File: config.mk
export PLATFORM = sky130hd
export DESIGN_NAME = smm_monitor
export DESIGN_NICKNAME = d
export VERILOG_FILES = /design/src/inc/smm_pkg.sv /design/src/rtl/smm_pair_filter.sv /design/src/rtl/smm_monitor.sv
export VERILOG_INCLUDE_DIRS = /design/src /design/src/inc
export SDC_FILE = /design/constraint.sdc
export NUM_CORES = 1
export LEC_CHECK = 0
export ABC_AREA = 1
export ABC_CLOCK_PERIOD_IN_PS = 12350
export BUFFER_PORTS_ARGS = -buffer_cell sky130_fd_sc_hd__buf_2
export CAP_MARGIN = 25
export CORE_MARGIN = 10
export CORE_UTILIZATION = 45
export DETAILED_ROUTE_END_ITERATION = 8
export PLACE_DENSITY = 0.59
export RECOVER_POWER = 25
export SLEW_MARGIN = 10
export SYNTH_ARGS = -nofsm -noshare
export SYNTH_HDL_FRONTEND = slang
export SYNTH_SLANG_ARGS = --single-unit
File: constraint.sdc
create_clock -name ref_clk -period 12.35 [get_ports ref_clk]
set_input_delay 1.235 -clock ref_clk [delete_from_list [all_inputs] [get_ports ref_clk]]
set_output_delay 1.235 -clock ref_clk [all_outputs]
set_load 0.05 [all_outputs]
File: src/inc/smm_cfg.svh
// Constants of the slicer mean-square monitor.
`ifndef SMM_CFG_SVH
`define SMM_CFG_SVH
`define SMM_REF_HI        9'sd128
`define SMM_REF_MID       9'sd64
`define SMM_THR_3_HI      9'sd64
`define SMM_THR_5_HI      9'sd96
`define SMM_THR_5_LO      9'sd32
`define SMM_ERR_MAX_1G    7'd32
`define SMM_ERR_MAX_100M  7'd64
`define SMM_RESULT_MAX    9'h1FF
`define SMM_SAVE_TIME_US  1000
`define SMM_SYMBOL_NS     8
`define SMM_SAVE_SYMBOLS  ((`SMM_SAVE_TIME_US * 1000) / `SMM_SYMBOL_NS)
`define SMM_PAIRS         4
`define SMM_ACC_W         24
`endif

File: src/inc/smm_pkg.sv
// Types of the slicer mean-square monitor.
package smm_pkg;
    typedef logic [23:0] smm_acc_t;
    typedef logic [8:0]  smm_result_t;
    typedef logic [1:0]  smm_pair_t;
endpackage

File: src/rtl/smm_pair_filter.sv
// One per-pair low-pass filter of the slicer error.
`timescale 1ns/1ps
`default_nettype none
`include "smm_cfg.svh"
module smm_pair_filter (
    input  wire logic             ref_clk,
    input  wire logic             rst_n,
    input  wire logic             clk_en,
    input  wire logic             sample_valid,
    input  wire logic [13:0]      err_term,
    input  wire logic [3:0]       filter_shift_factor,
    output logic [23:0]           filt_value
);
    typedef struct packed {
        logic [23:0] acc;
    } smm_pf_state_t;

    smm_pf_state_t st_reg;
    smm_pf_state_t st_next;

    logic signed [25:0] diff;

    always_comb begin
        st_next = st_reg;
        diff = $signed({12'h000, err_term}) - $signed({2'b00, st_reg.acc});
        if (sample_valid) begin
            // Arithmetic shift keeps the decay symmetric for a falling error.
            st_next.acc = 24'(st_reg.acc + 24'(diff >>> filter_shift_factor));
        end
    end

    always_ff @(posedge ref_clk or negedge rst_n) begin
        if (!rst_n) begin
            st_reg <= '0;
        end else if (clk_en) begin
            st_reg <= st_next;
        end
    end

    assign filt_value = st_reg.acc;
endmodule
`default_nettype wire

File: src/rtl/smm_monitor.sv
// Slicer mean-square error monitor, top level.
`timescale 1ns/1ps
`default_nettype none
`include "smm_cfg.svh"
// Function
// - Ideal levels are -128,0,128 (three-level) and -128,-64,0,64,128 (five-level).
// - Decisions use thresholds +/-64 (three-level) and +/-32,+/-96 (five-level).
// - The slicer error magnitude is limited to 32 in gigabit and 64 in 100 Mb/s mode.
// - Nothing is measured unless the measurement enable is set.
// - Each sample adds a weighted difference of the (doubled in gigabit) error and the state.
// - The add-back term is divided by two to the filter shift factor.
// - The filtered value is divided by two to the output shift to give 0..511.
// - A value that does not fit saturates at 511.
// - A snapshot request with a pair number self-clears and loads that pair's result.
// - The filtered value is saved for capture every 125000 symbols.
// - A worst-case value holds the highest result since the result was last read.
module smm_monitor (
    input  wire logic                ref_clk,
    input  wire logic                resetn,
    input  wire logic                clk_en,
    input  wire logic                sample_valid,
    input  wire logic [1:0]          sample_pair,
    input  wire logic signed [8:0]   sample_value,
    input  wire logic                gigabit_mode,
    input  wire logic                measure_enable,
    input  wire logic                square_mode,
    input  wire logic [3:0]          filter_shift_factor,
    input  wire logic [4:0]          mse_output_shift,
    input  wire logic                snapshot_request,
    input  wire logic [1:0]          cable_pair_select,
    input  wire logic                result_read,
    output logic                     snapshot_busy,
    output logic [8:0]               mean_square_result,
    output logic [8:0]               mean_square_worst
);
    // ------------------------------------------------------------
    // State
    // ------------------------------------------------------------
    typedef struct packed {
        logic [16:0]     save_cnt;
        smm_pkg::smm_acc_t [3:0] saved;
        logic            snap_pend;
        smm_pkg::smm_pair_t snap_pair;
        smm_pkg::smm_result_t result;
        smm_pkg::smm_result_t worst;
        logic            worst_restart;
    } smm_state_t;

    smm_state_t st_reg;
    smm_state_t st_next;

    // Every state flop leaves reset on the same edge, whatever the phase of the release.
    logic [1:0] rst_sync_reg;
    logic       rst_n;

    always_ff @(posedge ref_clk or negedge resetn) begin
        if (!resetn) begin
            rst_sync_reg <= 2'b00;
        end else begin
            rst_sync_reg <= {rst_sync_reg[0], 1'b1};
        end
    end
    assign rst_n = rst_sync_reg[1];

    // ------------------------------------------------------------
    // Slicer
    // ------------------------------------------------------------
    logic signed [8:0] ideal;
    logic signed [9:0] err_s;
    logic [7:0]        err_abs;
    logic [6:0]        err_lim;
    logic [6:0]        err_scaled;
    logic [13:0]       err_term;

    always_comb begin
        if (gigabit_mode) begin
            if (sample_value > `SMM_THR_5_HI) begin
                ideal = `SMM_REF_HI;
            end else if (sample_value > `SMM_THR_5_LO) begin
                ideal = `SMM_REF_MID;
            end else if (sample_value >= -`SMM_THR_5_LO) begin
                ideal = 9'sd0;
            end else if (sample_value >= -`SMM_THR_5_HI) begin
                ideal = -`SMM_REF_MID;
            end else begin
                ideal = -`SMM_REF_HI;
            end
        end else begin
            if (sample_value > `SMM_THR_3_HI) begin
                ideal = `SMM_REF_HI;
            end else if (sample_value >= -`SMM_THR_3_HI) begin
                ideal = 9'sd0;
            end else begin
                ideal = -`SMM_REF_HI;
            end
        end
    end

    // ------------------------------------------------------------
    // Slicer error
    // ------------------------------------------------------------
    // The magnitude needs eight bits: a sample at the negative rail sits 128 below its level.
    always_comb begin
        err_s = 10'(sample_value) - 10'(ideal);
        err_abs = err_s[9] ? 8'(-err_s) : 8'(err_s);
        // Samples beyond the outer levels are clipped to the documented bound.
        if (gigabit_mode) begin
            if (err_abs > 8'(`SMM_ERR_MAX_1G)) begin
                err_lim = `SMM_ERR_MAX_1G;
            end else begin
                err_lim = err_abs[6:0];
            end
            err_scaled = 7'(err_lim << 1);
        end else begin
            if (err_abs > 8'(`SMM_ERR_MAX_100M)) begin
                err_lim = `SMM_ERR_MAX_100M;
            end else begin
                err_lim = err_abs[6:0];
            end
            err_scaled = err_lim;
        end
        // Both factors are widened first, so the product is not cut to seven bits.
        // Square mode is software's choice; without it the mean absolute error is filtered.
        err_term = square_mode ? 14'(err_scaled) * 14'(err_scaled) : {7'h00, err_scaled};
    end

    // ------------------------------------------------------------
    // Per-pair filters
    // ------------------------------------------------------------
    logic [23:0] filt [4];

    for (genvar p = 0; p < `SMM_PAIRS; p++) begin : g_pair
        smm_pair_filter u_filt (
            .ref_clk             (ref_clk),
            .rst_n               (rst_n),
            .clk_en              (clk_en),
            .sample_valid        (sample_valid && measure_enable && sample_pair == 2'(p)),
            .err_term            (err_term),
            .filter_shift_factor (filter_shift_factor),
            .filt_value          (filt[p])
        );
    end

    // ------------------------------------------------------------
    // Save, capture and worst case
    // ------------------------------------------------------------
    // A capture reads the last saved value, not the live filter, so a result can be up to
    // one save period old; the trade buys a stable value across the four pairs.
    logic [23:0] scaled;
    logic [8:0]  capped;

    always_comb begin
        st_next = st_reg;
        scaled = st_reg.saved[st_reg.snap_pair] >> mse_output_shift;
        capped = (scaled > 24'(`SMM_RESULT_MAX)) ? `SMM_RESULT_MAX : scaled[8:0];
        if (measure_enable) begin
            if (st_reg.save_cnt == 17'(`SMM_SAVE_SYMBOLS - 1)) begin
                st_next.save_cnt = 17'h00000;
                for (int i = 0; i < `SMM_PAIRS; i++) begin
                    st_next.saved[i] = filt[i];
                end
            end else begin
                st_next.save_cnt = st_reg.save_cnt + 17'h00001;
            end
        end
        if (result_read) begin
            st_next.worst_restart = 1'b1;
        end
        st_next.snap_pend = 1'b0;
        if (st_reg.snap_pend) begin
            st_next.result = capped;
            // A read in the same cycle sets the restart again, so the next capture replaces this value as the baseline.
            if (st_reg.worst_restart || capped > st_reg.worst) begin
                st_next.worst = capped;
            end
            st_next.worst_restart = result_read;
        end
        if (snapshot_request) begin
            st_next.snap_pend = 1'b1;
            st_next.snap_pair = cable_pair_select;
        end
    end

    always_ff @(posedge ref_clk or negedge rst_n) begin
        if (!rst_n) begin
            st_reg <= '0;
        end else if (clk_en) begin
            st_reg <= st_next;
        end
    end

    // ------------------------------------------------------------
    // Outputs
    // ------------------------------------------------------------
    assign snapshot_busy      = st_reg.snap_pend;
    assign mean_square_result = st_reg.result;
    assign mean_square_worst  = st_reg.worst;
endmodule
`default_nettype wire

==> flow_summary_export.csv <==
group,metric,value,unit
outcome,status,"finished with violations",
outcome,violations,"capacitance limit, slew limit",
worst_setup_path,critical_path_class,"input port to register",
global_route,grt-ovfl-total,0,
drt,dr.pass1.iters,5,
die,die_h,257,um
drt,vias_per_cell,5.44,
timing,setup_tns,0,ns
place,dp_cells,4720,
place,portBuffers,49,
drt,first_iter_violations,1964,
synth,ys.flop_type,"dfrtp_1",
worst_setup_path,slowest_delay,0.56,ns
final_layout,largest_reg_flops,116,
drt,dr_total_vias,25988,
die,fp.dieW,257,um
global_route,grt_pass1_wl,129000,um
drt,ant_nets,0,
global_route,grt_usage,23.6,%
worst_setup_path,cpMostUsedCell,"nand2_1",
synth,synth_largest_area_cell,"dfrtp_1",
timing,finClkSkew,0.0179,ns
synth,synthMostInstantiatedCell,"nand2_1",
global_route,grt_max_degree,100,
die,dieArea,66100,um^2
synth,yosys-top-cells-area,"dfrtp_1 23%, nand2_1 19%, nand3_1 11%",
cts,cts_hold_buf,0,
timing,rsz0062_at_grt,"no",
timing,layout_min_cycle_time,11.16,ns
worst_setup_path,arrival,11.63,ns
final_layout,syn_to_final_growth,7.74,%
timing,slew_viol_final,224,
global_route,grt_pass1_vias,24258,
worst_setup_path,worst_setup_path_end_kind,"register",
final_layout,drive_gt1_share,5.53,%
place,gp_congestion,0.933,
final_layout,nFillCells,5996,
drt,wire_per_inst,16.8,um
hold_path,hold_class,"register to register",
timing,hold_viol_final,0,
cts,insertion_delay,0.60,ns
timing,finalSetupViolCount,0,
cts,htreeDepth,1,
synth,synthCells,4056,
timing,hold_ws,0.354,ns
power,leakage,13.7,nW
global_route,grt_antenna_before_repair,2,
synth,ys_seq_area_share,23.1,%
power,ir_worst_vdd,138,uV
synth,synthArstFlopShare,100,%
worst_setup_path,cp.required,12.83,ns
worst_setup_path,path_max_fanout,8,
cts,cts_buffer_depth,3,
timing,slew_headroom,-142,%
die,ios,50,
worst_setup_path,critPathSlowestCell,"fa_1",
die,core_region_area,55300,um^2
synth,syn_area_per_cell,6.23,um^2
final_layout,final_util,49.2,%
final_layout,layout.nets,4256,
final_layout,num_antenna_cells,0,
flow_run,drv_cap,5,
timing,fmax,89.6,MHz
timing,tightest_slew,3.64,ns
synth,synth_edf_count,0,
drt,drc,0,
synth,synth_top_area_share,23.1,%
synth,synth_area,25300,um^2
cts,cts_tree,"yes",
cts,clkTransAtPathRegs,0.06,ns
cts,numCtsBuffers,31,
drt,drt_wl_total,80200,um
die,floorplan.initialDensity,45.7,%
cts,root_buffer,"clkbuf_16",
synth,yosysUniqueCellTypes,54,
cts,cts.sinks,233,
die,num_rows,86,
synth,synth_warnings,0,
worst_setup_path,cp_top_family,"simple AND/OR/NAND/NOR gates",
power,power_density,256,nW/um^2
synth,synth_common_cells,"1282 x nand2_1, 545 x nand3_1, 381 x inv_1, 372 x o21ai_0, 233 x dfrtp_1",
final_layout,instances_no_fill,4779,
place,place_hpwl,62300,um
worst_setup_path,critPathLaunchType,"input port",
worst_setup_path,crit_buf_inv,8,
synth,synth_seq_cells,233,
timing,period_share,90.3,%
## worst reg2reg max path, delay by kind of cell (launching register included)
family	cells	cell delay [ns]
DFF	1	0.88
adders and majority gates	1	0.30
buffers and inverters	2	1.46
and+or+nand+nor	11	1.49
AOI/OAI and AO/OA	10	2.00
## cell families (layout without fill, tap and decap cells)
family	Yosys count	in the layout	synth area share [%]
compound gates	707	707	15.2
xor+xnor	122	122	4.23
fa+ha+maj	215	215	11.3
buf+inv	560	533	8.82
flops	233	233	23.1
mux	9	9	0.356
other cells	2	4	0.0297
simple gates	2208	2208	37.1
## where the power goes
| group | switching, mW | total (mW) | internal, mW |
|---|---|---|---|
| Sequential | 0.210 | 1.16 | 0.951 |
| Combinational | 3.14 | 4.87 | 1.72 |
| Clock | 0.376 | 0.937 | 0.561 |
| Total | 3.73 | 6.97 | 3.24 |
## path summary, 6_finish.rpt
kind                                 startpoint                         endpoint  slack [ns]  cells after the start
min in group asynchronous                resetn                  rst_sync_reg[0]        0.40                      1
max in group asynchronous       rst_sync_reg[1]  g_pair[1].u_filt.filt_value[16]        6.71                      3
worst min-delay path            rst_sync_reg[0]                  rst_sync_reg[1]        0.35                      0
worst min register to register  rst_sync_reg[0]                  rst_sync_reg[1]        0.35                      0
worst max register to register       st_reg[20]             mean_square_worst[2]        6.11                     24
worst max-delay path            sample_value[0]  g_pair[2].u_filt.filt_value[21]        1.19                     61
## through the flow
| stage | worst slack (ns) | area, um^2 | power (mW) |
|---|---|---|---|
| final | 1.19 | 27200 | 6.97 |
| after global routing | 0.00597 | 27200 | 7.75 |
| after detailed placement | 0.167 | 26000 | 5.90 |
| after CTS | 0.762 | 27000 | 6.88 |
| after global placement | 0.226 | 26000 | 5.91 |
| after floorplan | 1.60 | 25300 | 4.81 |
## area by class of cell
| class | instances | area, um^2 | share of cell area [%] |
|---|---|---|---|
| Timing Repair Buffer | 88 | 547 | 2.01 |
| Clock inverter | 14 | 173 | 0.634 |
| Tap cell | 748 | 936 | 3.44 |
| Sequential cell | 233 | 5830 | 21.4 |
| Clock buffer | 40 | 850 | 3.12 |
| Multi-Input combinational cell | 3265 | 17400 | 64.0 |
| Inverter | 391 | 1470 | 5.40 |
## cell usage in the layout (no fill, tap or decap), types with 46 or more instances in the layout
cell,instances
dfrtp_1,233
xnor2_1,49
o21ai_0,356
nor2_1,225
nand2_1,1281
a21oi_1,181
ha_1,192
xor2_1,71
inv_1,380
buf_2,46
nand3_1,543
## layer usage
layer  up-vias  wire length, um  track usage [%]
met5         -               13                0
met4         2             2280             6.36
met3       101             4500             3.91
met2       618            35600             37.5
met1     11914            37800             32.6
li1      13353                -                -
## repair_timing
action | CTS | global route
setup endpoints to repair | 0 | 58
resized for setup | 0 | 57
setup buffers | 0 | 2
Note: power is estimated with default switching activity, not from simulation.
